<file path="config.mk">
export PLATFORM = sky130hd
export DESIGN_NAME = bfs_fault_status
export DESIGN_NICKNAME = d
export VERILOG_FILES = /design/src/include/bfs_pkg.sv /design/src/include/bfs_flag_if.sv /design/src/logic/bfs_fault_status.sv /design/src/logic/bfs_flag_bank.sv
export SDC_FILE = /design/constraint.sdc
export NUM_CORES = 1
export LEC_CHECK = 0
export BUFFER_PORTS_ARGS = -buffer_cell sky130_fd_sc_hd__buf_2
export CORE_ASPECT_RATIO = 0.6
export CORE_MARGIN = 1
export CORE_UTILIZATION = 35
export DETAILED_ROUTE_END_ITERATION = 10
export GPL_ROUTABILITY_DRIVEN = 1
export PLACE_DENSITY = 0.63
export SLEW_MARGIN = 5
export SYNTH_ARGS = -nofsm -noshare
export SYNTH_HDL_FRONTEND = slang
export SYNTH_SLANG_ARGS = --single-unit
</file>
<file path="constraint.sdc">
create_clock -name CLK -period 1.4 [get_ports CLK]
set_clock_uncertainty 0.05 [all_clocks]
set_input_delay 0 -clock CLK [delete_from_list [all_inputs] [get_ports CLK]]
set_output_delay 0 -clock CLK [all_outputs]
set_load 0.05 [all_outputs]
</file>
<file path="src/include/bfs_pkg.sv">
/*
  package for the bus fault status flags block: register offsets, bit
  positions, reset values and the pending-state enumeration.
  assumes a single 25 MHz core clock and a synchronous active-high reset.
*/
package bfs_pkg;
  // ************************************************************
  // register map (byte addresses, one aligned word each)
  // ************************************************************
  localparam logic [3:0] OFS_FAULT_STAT = 4'h0;
  localparam logic [3:0] OFS_BF_ADDR = 4'h4;
  localparam logic [3:0] OFS_MM_ADDR = 4'h8;
  localparam logic [3:0] OFS_IRQ_STAT = 4'hC;
  // ************************************************************
  // field positions and reset values
  // ************************************************************
  localparam int BIT_IMPRECISE = 10;
  localparam int BIT_PRECISE = 9;
  localparam int BIT_INSTR_FETCH_ERR_FLAG = 8;
  localparam int BIT_MMAV = 7;
  localparam logic [31:0] RST_WORD = 32'h0000_0000;
  localparam logic [1:0] RST_IRQ = 2'h0;
  localparam logic [31:0] UNMAPPED_READ = 32'h0000_0000;
  // interrupt sources: bit 0 pending bus fault activated, bit 1 any flag set
  localparam int IRQ_W = 2;

  // ************************************************************
  // pending imprecise fault state
  // ************************************************************
  typedef enum logic [1:0] {
    PND_IDLE = 2'b00,
    PND_WAIT = 2'b01,
    PND_ACTIVE = 2'b10
  } bfs_pend_type;
endpackage

</file>
<file path="src/include/bfs_flag_if.sv">
/*
  interface carrying flag state and clear strobes between the top and
  the flag bank. assumes both ends run on the same clock.
*/
interface bfs_flag_if;
  logic [3:0] set_evt;
  logic [3:0] clr_w1c;
  logic [3:0] flags;
  modport bank (input set_evt, input clr_w1c, output flags);
  modport top (output set_evt, output clr_w1c, input flags);
endinterface

</file>
<file path="src/logic/bfs_fault_status.sv">
/*
  bus fault status flags: imprecise, precise and instruction bus error
  flags, the memory-management address valid flag, the bus fault address
  register and the pending logic for asynchronous bus faults, with an
  avalon-mm slave and a level interrupt.
  assumes the core's fault detectors give one-cycle event pulses on CLK
  and the exception logic supplies priority compare and return signals.
*/
module bfs_fault_status (
  // clock and reset
  input wire logic CLK,
  input wire logic SYS_RST,
  // avalon-mm slave
  input wire logic [3:0] AVS_ADDRESS,
  input wire logic AVS_READ,
  input wire logic AVS_WRITE,
  input wire logic [31:0] AVS_WRITEDATA,
  input wire logic [3:0] AVS_BYTEENABLE,
  output logic [31:0] AVS_READDATA,
  output logic AVS_WAITREQUEST,
  // fault detector events
  input wire logic IMPRECISE_ERR,
  input wire logic PRECISE_ERR,
  input wire logic [31:0] PRECISE_ADDR,
  input wire logic PREFETCH_ERR,
  input wire logic ISSUE_VALID,
  input wire logic MM_FAULT,
  input wire logic [31:0] MM_ADDR,
  // exception context
  input wire logic CTX_ABOVE_BF,
  input wire logic HANDLER_ENTER,
  // fault outputs
  output logic BF_ACTIVATE,
  output logic STACK_PC_FAULTING,
  output logic IRQ
);
  import bfs_pkg::*;

  // ************************************************************
  // flag bank
  // ************************************************************
  bfs_flag_if fif ();
  bfs_flag_bank #(.N(4)) u_bank (
    .clk(CLK),
    .rst(SYS_RST),
    .fif(fif)
  );
  // bank index: 0 imprecise, 1 precise, 2 instr_fetch_err_flag, 3 mm valid
  logic imprecise_bus_err_flag;
  logic precise_err_flag;
  logic instr_fetch_err_flag;
  logic mem_mgmt_addr_valid;
  assign imprecise_bus_err_flag = fif.flags[0];
  assign precise_err_flag = fif.flags[1];
  assign instr_fetch_err_flag = fif.flags[2];
  assign mem_mgmt_addr_valid = fif.flags[3];

  // ************************************************************
  // prefetch error tracking
  // ************************************************************
  logic pf_err;
  logic next_pf_err;
  logic instr_fetch_err_flag_set;
  // error held from prefetch, flagged only when that instruction issues
  always_comb begin
    instr_fetch_err_flag_set = ISSUE_VALID & (pf_err | PREFETCH_ERR);
    next_pf_err = (pf_err | PREFETCH_ERR) & ~ISSUE_VALID;
  end
  always_ff @(posedge CLK) begin
    if (SYS_RST) begin
      pf_err <= 1'b0;
    end else begin
      pf_err <= next_pf_err;
    end
  end

  // ************************************************************
  // bus decode
  // ************************************************************
  logic wr_hit;
  logic rd_hit;
  logic [31:0] wmask;
  function automatic logic hit(input logic [3:0] a, input logic [3:0] ofs);
    hit = (a == ofs);
  endfunction
  always_comb begin
    wmask = {{8{AVS_BYTEENABLE[3]}}, {8{AVS_BYTEENABLE[2]}},
             {8{AVS_BYTEENABLE[1]}}, {8{AVS_BYTEENABLE[0]}}};
  end
  assign AVS_WAITREQUEST = AVS_READ & ~rd_hit;
  assign wr_hit = AVS_WRITE & hit(AVS_ADDRESS, OFS_FAULT_STAT);

  // flag set and w1c clear strobes; clear writes of zero do nothing
  always_comb begin
    logic [31:0] cw;
    cw = AVS_WRITEDATA & wmask;
    fif.set_evt = {MM_FAULT, instr_fetch_err_flag_set, PRECISE_ERR, IMPRECISE_ERR};
    fif.clr_w1c = 4'h0;
    if (wr_hit) begin
      fif.clr_w1c = {cw[BIT_MMAV], cw[BIT_INSTR_FETCH_ERR_FLAG], cw[BIT_PRECISE], cw[BIT_IMPRECISE]};
    end
  end

  // ************************************************************
  // fault address registers
  // ************************************************************
  logic [31:0] bus_fault_addr_reg;
  logic [31:0] mem_mgmt_fault_addr_reg;
  logic [31:0] next_bf_addr;
  logic [31:0] next_mm_addr;
  // only precise errors load the address; imprecise and instr_fetch_err_flag do not
  always_comb begin
    next_bf_addr = bus_fault_addr_reg;
    next_mm_addr = mem_mgmt_fault_addr_reg;
    if (PRECISE_ERR) begin
      next_bf_addr = PRECISE_ADDR;
    end
    if (MM_FAULT) begin
      next_mm_addr = MM_ADDR;
    end
  end
  always_ff @(posedge CLK) begin
    if (SYS_RST) begin
      bus_fault_addr_reg <= RST_WORD;
      mem_mgmt_fault_addr_reg <= RST_WORD;
    end else begin
      bus_fault_addr_reg <= next_bf_addr;
      mem_mgmt_fault_addr_reg <= next_mm_addr;
    end
  end

  // stacked return points at faulting instruction for precise errors
  logic stack_pc;
  logic next_stack_pc;
  always_comb begin
    next_stack_pc = PRECISE_ERR;
  end
  always_ff @(posedge CLK) begin
    if (SYS_RST) begin
      stack_pc <= 1'b0;
    end else begin
      stack_pc <= next_stack_pc;
    end
  end
  assign STACK_PC_FAULTING = stack_pc;

  // ************************************************************
  // pending imprecise fault
  // ************************************************************
  bfs_pend_type pend;
  bfs_pend_type next_pend;
  logic act;
  logic next_act;
  // held while a higher-priority context runs, then activated once
  always_comb begin
    next_pend = pend;
    next_act = 1'b0;
    unique case (pend)
      PND_IDLE: begin
        if (IMPRECISE_ERR) begin
          next_pend = CTX_ABOVE_BF ? PND_WAIT : PND_ACTIVE;
        end
      end
      PND_WAIT: begin
        if (!CTX_ABOVE_BF) begin
          next_pend = PND_ACTIVE;
        end
      end
      PND_ACTIVE: begin
        next_act = 1'b1;
        if (HANDLER_ENTER) begin
          next_pend = PND_IDLE;
          next_act = 1'b0;
        end
      end
      default: begin
        next_pend = PND_IDLE;
      end
    endcase
  end
  always_ff @(posedge CLK) begin
    if (SYS_RST) begin
      pend <= PND_IDLE;
      act <= 1'b0;
    end else begin
      pend <= next_pend;
      act <= next_act;
    end
  end
  assign BF_ACTIVATE = act;

  // ************************************************************
  // interrupt status, enable and clear
  // ************************************************************
  logic [IRQ_W-1:0] irq_stat;
  logic [IRQ_W-1:0] irq_en;
  logic [IRQ_W-1:0] next_irq_stat;
  logic [IRQ_W-1:0] next_irq_en;
  logic [IRQ_W-1:0] irq_evt;
  always_comb begin
    irq_evt = {|fif.set_evt, (pend != PND_ACTIVE) && (next_pend == PND_ACTIVE)};
    next_irq_stat = irq_stat;
    next_irq_en = irq_en;
    if (AVS_WRITE && hit(AVS_ADDRESS, OFS_IRQ_STAT) && AVS_BYTEENABLE[0]) begin
      next_irq_stat = irq_stat & ~AVS_WRITEDATA[IRQ_W-1:0];
    end
    if (AVS_WRITE && hit(AVS_ADDRESS, OFS_BF_ADDR) && AVS_BYTEENABLE[0]) begin
      next_irq_en = AVS_WRITEDATA[IRQ_W-1:0];
    end
    next_irq_stat = next_irq_stat | irq_evt;
  end
  always_ff @(posedge CLK) begin
    if (SYS_RST) begin
      irq_stat <= RST_IRQ;
      irq_en <= RST_IRQ;
    end else begin
      irq_stat <= next_irq_stat;
      irq_en <= next_irq_en;
    end
  end
  assign IRQ = |(irq_stat & irq_en);

  // ************************************************************
  // read path: one wait cycle, data from flip-flops
  // ************************************************************
  logic [31:0] rdata;
  logic [31:0] next_rdata;
  logic next_rd_hit;
  always_comb begin
    next_rdata = rdata;
    next_rd_hit = 1'b0;
    if (AVS_READ && !rd_hit) begin
      next_rd_hit = 1'b1;
      next_rdata = UNMAPPED_READ;
      unique case (AVS_ADDRESS)
        OFS_FAULT_STAT: begin
          next_rdata[BIT_IMPRECISE] = imprecise_bus_err_flag;
          next_rdata[BIT_PRECISE] = precise_err_flag;
          next_rdata[BIT_INSTR_FETCH_ERR_FLAG] = instr_fetch_err_flag;
          next_rdata[BIT_MMAV] = mem_mgmt_addr_valid;
        end
        OFS_BF_ADDR: next_rdata = bus_fault_addr_reg;
        OFS_MM_ADDR: next_rdata = mem_mgmt_fault_addr_reg;
        OFS_IRQ_STAT: next_rdata[IRQ_W-1:0] = irq_stat;
        default: next_rdata = UNMAPPED_READ;
      endcase
    end
  end
  always_ff @(posedge CLK) begin
    if (SYS_RST) begin
      rdata <= RST_WORD;
      rd_hit <= 1'b0;
    end else begin
      rdata <= next_rdata;
      rd_hit <= next_rd_hit;
    end
  end
  assign AVS_READDATA = rdata;
endmodule

</file>
<file path="src/logic/bfs_flag_bank.sv">
/*
  bank of sticky write-one-to-clear flags. a set in the same cycle as a
  clear wins. assumes set and clear come from the same clock domain.
*/
module bfs_flag_bank #(
  parameter int N = 4
) (
  // clock and reset
  input wire logic clk,
  input wire logic rst,
  // flag strobes and state
  bfs_flag_if.bank fif
);
  import bfs_pkg::*;
  logic [N-1:0] flag;
  logic [N-1:0] next_flag;

  // ************************************************************
  // per-flag next value
  // ************************************************************
  genvar g;
  generate
    for (g = 0; g < N; g++) begin : g_flag
      // set beats clear; writing zero leaves the flag alone
      always_comb begin
        next_flag[g] = fif.set_evt[g] | (flag[g] & ~fif.clr_w1c[g]);
      end
    end
  endgenerate

  // register flags
  always_ff @(posedge clk) begin
    if (rst) begin
      flag <= RST_WORD[N-1:0];
    end else begin
      flag <= next_flag;
    end
  end
  assign fif.flags = flag;
endmodule
</file>
==> results of run 1 <==
-- power groups by stage --
stage | clock network, µW | registers [µW] | logic (µW)
2_1_floorplan | 0 | 3410 | 460
3_3_place_gp | 0 | 3400 | 738
3_5_place_dp | 0 | 3410 | 755
4_1_cts | 2770 | 3330 | 949
5_1_grt | 2910 | 3350 | 1040
6_report | 2690 | 3340 | 955
-- worst paths after layout --
kind | endpoint | slack (ps) | depth (start not counted) | startpoint
worst max-delay path | irq_en[0]$_SDFFE_PP0P_ | 60 | 5 | AVS_ADDRESS[2]
worst min-delay path | rd_hit$_SDFF_PP0_ | 20 | 2 | SYS_RST
worst max register to register | BF_ACTIVATE$_SDFF_PP0_ | 80 | 2 | pend[0]$_SDFF_PP0_
worst min register to register | AVS_READDATA[3]$_SDFFE_PP0P_ | 410 | 2 | AVS_READDATA[3]$_SDFFE_PP0P_
-- metal layers --
metal,up-vias,share of wire,global-route usage
met5,-,0,0
met4,0,0.010,0.0556
met3,17,0.059,0.0510
met2,111,0.44,0.301
met1,1956,0.49,0.253
li1,2076,-,-
-- layout make-up --
class | instances | area, µm²
inverters | 9 | 37.5
clock inverters | 5 | 65.1
multi-input cells | 324 | 2370
fillers | 1202 | 6220
clock buffers | 11 | 253
repair buffers | 228 | 1690
flip-flops and latches | 110 | 2200
well taps | 170 | 213
-- cell usage after synthesis (all sizes together) --
library cell  number
and3               1
mux2i             66
nor4b              3
a32oi              2
nand2             28
nor2              70
o41ai              4
dfxtp            110
o21ai             33
nor3               3
a21oi             32
buf               28
o2bb2ai            6
a22oi              2
nor3b              1
o21bai             1
a31oi              1
mux2               4
nor2b              2
nand4              2
nand2b             1
o211ai             1
nand3              3
a22o               3
clkbuf            12
inv                9
or4b               1
and3b             52
nand4bb            2
-- worst reg2reg max path: stages (launching register included) --
cell and delay (ps):
dfxtp_1 340, nor4b_4 300, dlygate4sd3_1 580
-- metrics by stage --
step / instance area [µm²] / util / total power (µW) / cells
finish: 6830 / 0.523 / 6980 / 857
global route: 6830 / 0.523 / 7300 / 857
CTS: 6800 / 0.521 / 7060 / 857
detailed placement: 5570 / 0.427 / 4160 / 750
global placement: 5570 / 0.427 / 4140 / 750
floorplan: 4790 / - / 3870 / 483
-- cells by family after synthesis --
logic type             count (synthesis)  share of synthesized area
buffers and inverters                 49                     0.0495
flip-flops                           110                      0.461
AND/OR/NAND/NOR                      169                      0.207
multiplexers                          70                      0.148
AO/OA/AOI/OAI                         85                      0.135
-- timing repair --
action,in CTS,in global routing
setup buffers,0,0
gates resized for setup,1,5
endpoints found under the setup margin,1,5
endpoints found under the hold margin,78,0
hold buffers,91,0
==> reports/qor.yml, run 1 <==
synth:
  ys.warnings.count: 0
  synth_area_leaders: "dfxtp_1 46%, mux2i_1 14%, and3b_1 9.5%"
  ys_types: 35
  ys_seq_area_frac: 0.461
  yosysTopAreaCell: "dfxtp_1"
  synth_area_um2: 4770
  ys_seq_elements: 110
  synth_area_per_cell_um2: 9.89
  synthesis.nets: 598
  synthCells: 483
  synth_top_area_share: 0.461
setup_path:
  crit_buf_inv: 2
  cp-end-kind: "flip-flop"
  critPathMaxFanout: 16
  critPathKind: "input port to flip-flop"
  cp.required_ps: 1630
  cpMaxStageDelayCell: "dlygate4sd3_1"
  slowest_delay_ps: 580
  crit_arrival_ps: 1570
  cp_top_family: "buffers and inverters"
  cp_cell_sequence: "buf_2, nor4b_4, nand4_1, dlygate4sd3_1, a21oi_1"
  start_kind: "input port"
sta:
  fin_crit_sh: 0.955
  fmax_mhz: 748
  worstMarginPinSlew_ps: 418
  hold-worst-slack_ps: 21.9
  period_needed_ps: 1340
  setup_ws_ps: 63.7
  fin_setup_tns_ps: 0
  hold_viol_final: 0
  rsz0062_at_grt: "false"
  finalSetupViolCount: 0
  maxSlewViolCount: 0
  relSlewSlack: 0.720
floorplan:
  die_area_um2: 14100
  initial_core_util: 0.366
  die_w_um: 153
  io_pins: 151
  core-area_um2: 13100
  row_count: 32
  die_h_um: 92.5
finish:
  antennaDiodeCount: 0
  drive_above_1_share: 0.298
  final_common_cell: "buf_2"
  area_growth_syn_to_layout_pct: 43.0
  fin_nets: 797
  mostFrequentLayoutCells: "121 x buf_2, 109 x dfxtp_1, 91 x dlygate4sd3_1"
power:
  ir_drop_mv: 0.506
  p_clk_frac: 0.386
  switching_share: 0.246
  combPwrFrac: 0.137
  seqPwrFrac: 0.478
  power_density_nw_per_um2: 1020
  leakage_uw: 0.00319
  power_switching_uw: 1720
  power.internal_uw: 5270
grt:
  antenna_found_initial: 0
  grt_max_degree: 51
  overflow: 0
  grt_pass1_wl_mm: 21.0
  grt_use_total: 0.190
  grt_pass1_vias: 4138
clock_network:
  clock_path_buffers: 2
  cts_sinks: 110
  cts_buffers: 9
  cts-root-buf: "clkbuf_16"
  clk_pin_slew_ps: 80
  cts_htree_levels: 3
  cts_tree: "done"
  clock_latency_ps: 350
routing:
  drt_iter0_drc: 181
  routedWlPerCell_um: 15.1
  wl_mm: 13.0
  postRouteAntennaNets: 0
  vias: 4160
  via_per_inst: 4.85
  drcViolationCount: 9
  drtPass1Iterations: 7
outcome:
  status: "finished with violations"
  violations: "design-rule violations"
placement:
  pre_cts_slack_ps: 72.9
  hpwlAfterDp_mm: 8.39
  numPortBuffers: 122
  gp_congestion: 0.800
min_path:
  min_path_type: "input port to flip-flop"
job:
  maxCapViolCount: 0
Note: power is estimated with default switching activity, not from simulation.
==> inputs of run 2 (changes only) <==
Settings changed: REMOVE_ABC_BUFFERS from default to 1.
==> run 2 against run 1 <==
The flow still finishes with violations (design-rule violations). Sequential share of layout area is 0.71 points higher. Die area stayed put. Non-clock buffer count is 9 lower. Register-to-register slack hardly changed. Critical endpoint is now irq_en[1]$_SDFFE_PP0P_. Largest cell class unchanged. Largest power group unchanged. Highest routed layer unchanged.
==> reports/qor.yml, run 2 (synthesis gave the netlist of run 1 again) <==
outcome:
  status: "finished with violations"  # unchanged
  violations: "design-rule violations"  # unchanged
clock_network:
  cts_htree_levels: 3  # unchanged
  clock_path_buffers: 2  # unchanged
  cts_buffers: 9  # unchanged
  cts_tree: "done"  # unchanged
  clk_pin_slew_ps: 80  # about the same
  clock_latency_ps: 350  # about the same
  cts-root-buf: "clkbuf_16"  # unchanged
  cts_sinks: 110  # unchanged
setup_path:
  critPathKind: "input port to flip-flop"  # unchanged
  rr_worst_depth: 4  # was 2
  crit_arrival_ps: 1560  # was 1570 ps
  rr_startpoint: "rd_hit$_SDFF_PP0_"  # was pend[0]$_SDFF_PP0_
  cp.required_ps: 1630  # about the same
  critPathMaxFanout: 13  # was 16
  worstReg2RegEnd: "AVS_READDATA[21]$_SDFFE_PP0P_"  # was BF_ACTIVATE$_SDFF_PP0_
  r2r_setup_slack_ps: 90  # was 80 ps
  cp-end-kind: "flip-flop"  # unchanged
  start_kind: "input port"  # unchanged
placement:
  numPortBuffers: 122  # unchanged
  hpwlAfterDp_mm: 8.24  # was 8.39 mm
  numPlacedInstances: 748  # was 750
  gp_congestion: 0.786  # was 0.800
  place_area_um2: 5550  # was 5570 µm²
finish:
  final_common_cell: "buf_2"  # unchanged
  layout.cells.non_filler: 848  # was 857
  area_growth_syn_to_layout_pct: 39.8  # was 43.0%
  mostFrequentLayoutCells: "121 x buf_2, 110 x dfxtp_1, 80 x dlygate4sd3_1"  # was 121 x buf_2, 109 x dfxtp_1, 91 x dlygate4sd3_1
  fin_nets: 788  # was 797
  drive_above_1_share: 0.298  # about the same
  stdcell_area_um2: 6680  # was 6830 µm²
  antennaDiodeCount: 0  # unchanged
  fillerInstances: 1198  # was 1202
floorplan:
  die_area_um2: 14100  # unchanged
  initial_core_util: 0.366  # unchanged
  die_w_um: 153  # unchanged
  io_pins: 151  # unchanged
  die_h_um: 92.5  # unchanged
  core-area_um2: 13100  # unchanged
  row_count: 32  # unchanged
power:
  leakage_uw: 0.00313  # was 0.00319 µW
  ir_drop_mv: 0.554  # was 0.506 mV
  power_density_nw_per_um2: 1010  # was 1020 nW/µm²
grt:
  grt_pass1_wl_mm: 21.0  # about the same
  grt_use_total: 0.190  # about the same
  antenna_found_initial: 0  # unchanged
  overflow: 0  # unchanged
  grt_pass1_vias: 3986  # was 4138
  grt_max_degree: 51  # unchanged
sta:
  rsz0062_at_grt: "false"  # unchanged
  fin_crit_sh: 0.950  # was 0.955
  hold_viol_final: 0  # unchanged
  finalSetupViolCount: 0  # unchanged
  fmax_mhz: 752  # was 748 MHz
  hold-worst-slack_ps: 15.8  # was 21.9 ps
  worstMarginPinSlew_ps: 588  # was 418 ps
  relSlewSlack: 0.608  # was 0.720
  period_needed_ps: 1330  # was 1340 ps
  maxSlewViolCount: 0  # unchanged
routing:
  drtPass1Iterations: 8  # was 7
  via_per_inst: 4.84  # was 4.85
  routedWlPerCell_um: 15.7  # was 15.1 µm
  wl_mm: 13.3  # was 13.0 mm
  vias: 4104  # was 4160
  drt_iter0_drc: 208  # was 181
  postRouteAntennaNets: 0  # unchanged
  drcViolationCount: 9  # unchanged
job:
  maxCapViolCount: 0  # unchanged
min_path:
  min_from: "SYS_RST"  # unchanged
  min_to: "AVS_READDATA[0]$_SDFFE_PP0P_"  # was rd_hit$_SDFF_PP0_
  min_path_type: "input port to flip-flop"  # unchanged
  hold-path-cell-count: 3  # was 2
-- run 2: changes by cell type in the layout (fill, tap and decap cells not counted), moves of 2 or more --
cell	delta
buf_4	+2
dlygate4sd3_1	-11
clkbuf_8	-2
clkinv_4	-2
clkinv_2	+2
-- run 2: area by class of cell --
cell class	count	area [µm²]	area share
multi-input combinational	324	2340	0.350
sequential	110	2200	0.330
timing repair buffer	219	1610	0.241
clock buffer	9	225	0.0337
tap	170	213	0.0319
clock inverter	7	55.1	0.00825
inverter	9	33.8	0.00506
-- run 2: timing repair --
| item | 4_1_cts | 5_1_grt |
|---|---|---|
| hold endpoints to repair | 77 | 0 |
| endpoints found under the setup margin | 0 | 9 |
| buffers inserted | 0 | 3 |
| hold buffers | 80 | 0 |
| resized for setup | 0 | 2 |
-- run 2: how the worst max path moves through the flow --
stage / cells after the start / slack [ps] / to / from
detailed placement: 5 / 100 / AVS_READDATA[6]$_SDFFE_PP0P_ / AVS_ADDRESS[2]
global route: 4 / 3 / AVS_READDATA[21]$_SDFFE_PP0P_ / rd_hit$_SDFF_PP0_
CTS: 3 / 50 / u_bank.fif.flags[2]$_SDFF_PP0_ / pf_err$_SDFF_PP0_
finish: 5 / 70 / irq_en[1]$_SDFFE_PP0P_ / AVS_ADDRESS[2]
global placement: 5 / 130 / AVS_READDATA[31]$_SDFFE_PP0P_ / AVS_ADDRESS[2]
floorplan: 4 / -570 / AVS_READDATA[10]$_SDFFE_PP0P_ / rd_hit$_SDFF_PP0_
-- run 2: where the power goes --
group	internal [µW]	switching [µW]	total, µW
sequential	3260	70.8	3330
clock	1230	1230	2470
combinational	475	455	930
total	4970	1760	6730
-- run 2: worst max-delay path, stage by stage --
cell and delay, ps:
buf_2 290, nor4b_4 380, nand4_1 150, dlygate4sd3_1 590
a21oi_1 140
-- run 2: per-stage QoR --
stage          setup slack (ps)  power [µW]   util  setup TNS, ps
3_5_place_dp                101        4150  0.425              0
6_report                   70.0        6730  0.512              0
5_1_grt                    3.00        7040  0.512              0
2_1_floorplan              -568        3720      -         -14480
4_1_cts                    51.0        6790  0.508              0
3_3_place_gp                132        4130  0.425              0
-- run 2: metal layers --
layer,global-route usage,routed length (µm),up-vias,share of wire
li1,-,-,2059,-
met1,0.268,6730,1903,0.51
met2,0.281,5530,131,0.42
met3,0.0547,910,11,0.068
met4,0.0530,122,0,0.0092
met5,0,0,-,0
==> inputs of run 3 (changes only) <==
Settings changed: PLACE_DENSITY 0.63 to default, PLACE_DENSITY_LB_ADDON from default to 0.15.
==> run 3 against run 2 <==
The flow still finishes with violations (design-rule violations). Flip-flop and latch count unchanged. Sequential power about the same. First-iteration DRC count decreased by 11%. Via count decreased by 0.78%. Largest cell class unchanged.
==> reports/qor.yml, run 3 (synthesis gave the netlist of run 1 again) <==
floorplan:
  die_h_um: 92.5  # unchanged
  initial_core_util: 0.366  # unchanged
  die_w_um: 153  # unchanged
  core-area_um2: 13100  # unchanged
  row_count: 32  # unchanged
  io_pins: 151  # unchanged
  die_area_um2: 14100  # unchanged
finish:
  final_common_cell: "buf_2"  # unchanged
  seqCellArea_um2: 2200  # unchanged
  utilization: 0.511  # was 0.512
  stdcell_area_um2: 6670  # was 6680 µm²
  drive_above_1_share: 0.295  # was 0.298
  area_growth_syn_to_layout_pct: 39.6  # was 39.8%
  fin_nets: 784  # was 788
  mostFrequentLayoutCells: "120 x buf_2, 110 x dfxtp_1, 80 x dlygate4sd3_1"  # was 121 x buf_2, 110 x dfxtp_1, 80 x dlygate4sd3_1
  fillerInstances: 1219  # was 1198
  multiInputGateArea_um2: 2350  # was 2340 µm²
  antennaDiodeCount: 0  # unchanged
grt:
  grt_pass1_vias: 3986  # unchanged
  antenna_found_initial: 0  # unchanged
  grt_pass1_wl_mm: 20.8  # was 21.0 mm
  grt_max_degree: 62  # was 51
  grt_use_total: 0.189  # was 0.190
  overflow: 0  # unchanged
sta:
  relSlewSlack: 0.728  # was 0.608
  rsz0062_at_grt: "false"  # unchanged
  hold-worst-slack_ps: 29.2  # was 15.8 ps
  hold_viol_final: 0  # unchanged
  fin_crit_sh: 0.992  # was 0.950
  finalSetupViolCount: 0  # unchanged
  period_needed_ps: 1390  # was 1330 ps
  fmax_mhz: 720  # was 752 MHz
  setup_ws_ps: 10.7  # was 70.0 ps
  maxSlewViolCount: 0  # unchanged
  worstMarginPinSlew_ps: 406  # was 588 ps
clock_network:
  clock_latency_ps: 340  # was 350 ps
  cts_buffers: 9  # unchanged
  cts_sinks: 110  # unchanged
  cts-root-buf: "clkbuf_16"  # unchanged
  cts_tree: "done"  # unchanged
  clk_pin_slew_ps: 70  # was 80 ps
  cts_htree_levels: 3  # unchanged
  clock_path_buffers: 2  # unchanged
min_path:
  min_path_type: "input port to flip-flop"  # unchanged
  hold-path-cell-count: 3  # unchanged
  min_from: "SYS_RST"  # unchanged
  min_to: "rd_hit$_SDFF_PP0_"  # was AVS_READDATA[0]$_SDFFE_PP0P_
setup_path:
  cp-end-kind: "flip-flop"  # unchanged
  rr_startpoint: "pf_err$_SDFF_PP0_"  # was rd_hit$_SDFF_PP0_
  start_kind: "input port"  # unchanged
  r2r_setup_slack_ps: 30  # was 90 ps
  rr_worst_depth: 3  # was 4
  worstReg2RegEnd: "u_bank.fif.flags[2]$_SDFF_PP0_"  # was AVS_READDATA[21]$_SDFFE_PP0P_
  crit_arrival_ps: 1570  # was 1560 ps
  critPathMaxFanout: 2  # was 13
  cp.required_ps: 1580  # was 1630 ps
  critPathKind: "input port to flip-flop"  # unchanged
routing:
  postRouteAntennaNets: 0  # unchanged
  vias: 4072  # was 4104
  drtPass1Iterations: 8  # unchanged
  drt_iter0_drc: 186  # was 208
  drcViolationCount: 6  # was 9
  routedWlPerCell_um: 15.5  # was 15.7 µm
  wl_mm: 13.1  # was 13.3 mm
  via_per_inst: 4.82  # was 4.84
outcome:
  violations: "design-rule violations"  # unchanged
  status: "finished with violations"  # unchanged
placement:
  gp_congestion: 0.779  # was 0.786
  hpwlAfterDp_mm: 8.21  # was 8.24 mm
  pre_cts_slack_ps: 77.1  # was 101 ps
  place_area_um2: 5540  # was 5550 µm²
  numPortBuffers: 122  # unchanged
power:
  leakage_uw: 0.00311  # was 0.00313 µW
  power_density_nw_per_um2: 1030  # was 1010 nW/µm²
  ir_drop_mv: 0.593  # was 0.554 mV
job:
  maxCapViolCount: 0  # unchanged
==> run 3: changes by cell type in the layout (fill, tap and decap cells not counted), sizes merged <==
cell,delta
clkbuf,+2
buf,-4
bufinv,+1
inv,-3
==> run 3: area by class of cell <==
type                    instances  area share
multi-input cells             324       0.352
flip-flops and latches        110       0.330
clock buffers                  11      0.0379
inverters                       9     0.00507
well taps                     170      0.0319
clock inverters                 5     0.00844
repair buffers                215       0.235
==> run 3: routing by layer <==
layer / track usage / part of all wire / wire length, µm
met5: 0 / 0 / 0
met3: 0.0496 / 0.051 / 662
met1: 0.261 / 0.51 / 6720
met2: 0.292 / 0.43 / 5620
met4: 0.0463 / 0.0066 / 86
==> run 3: worst max path at each step <==
stage,start,end,slack [ps],depth (start not counted)
3_3_place_gp,AVS_ADDRESS[2],AVS_READDATA[3]$_SDFFE_PP0P_,90,5
4_1_cts,pf_err$_SDFF_PP0_,u_bank.fif.flags[2]$_SDFF_PP0_,50,3
5_1_grt,PREFETCH_ERR,u_bank.fif.flags[2]$_SDFF_PP0_,3,5
6_report,PREFETCH_ERR,u_bank.fif.flags[2]$_SDFF_PP0_,10,5
2_1_floorplan,rd_hit$_SDFF_PP0_,AVS_READDATA[10]$_SDFFE_PP0P_,-570,4
3_5_place_dp,AVS_ADDRESS[2],AVS_READDATA[4]$_SDFFE_PP0P_,80,5
==> run 3: report_power, final <==
group          switching [µW]  internal, µW
combinational             455           468
sequential               68.9          3260
clock                    1150          1490
total                    1670          5220
==> run 3: worst max-delay path: stages <==
cell and delay [ps]:
dlygate4sd3_1 540, buf_2 130, o21ai_0 230, a21oi_1 100, dlygate4sd3_1 570
==> run 3: through the flow <==
| step | total power [µW] | TNS (ps) | std cells |
|---|---|---|---|
| after CTS | 6980 | 0 | 843 |
| after global routing | 7180 | 0 | 844 |
| after floorplan | 3720 | -14480 | 443 |
| final | 6890 | 0 | 844 |
| after global placement | 4140 | 0 | 747 |
| after detailed placement | 4150 | 0 | 747 |
==> run 3: what timing repair did <==
action | in CTS | in global routing
resized for setup | 0 | 3
setup endpoints to repair | 0 | 5
hold buffers | 80 | 0
setup buffers | 0 | 1
endpoints found under the hold margin | 76 | 0
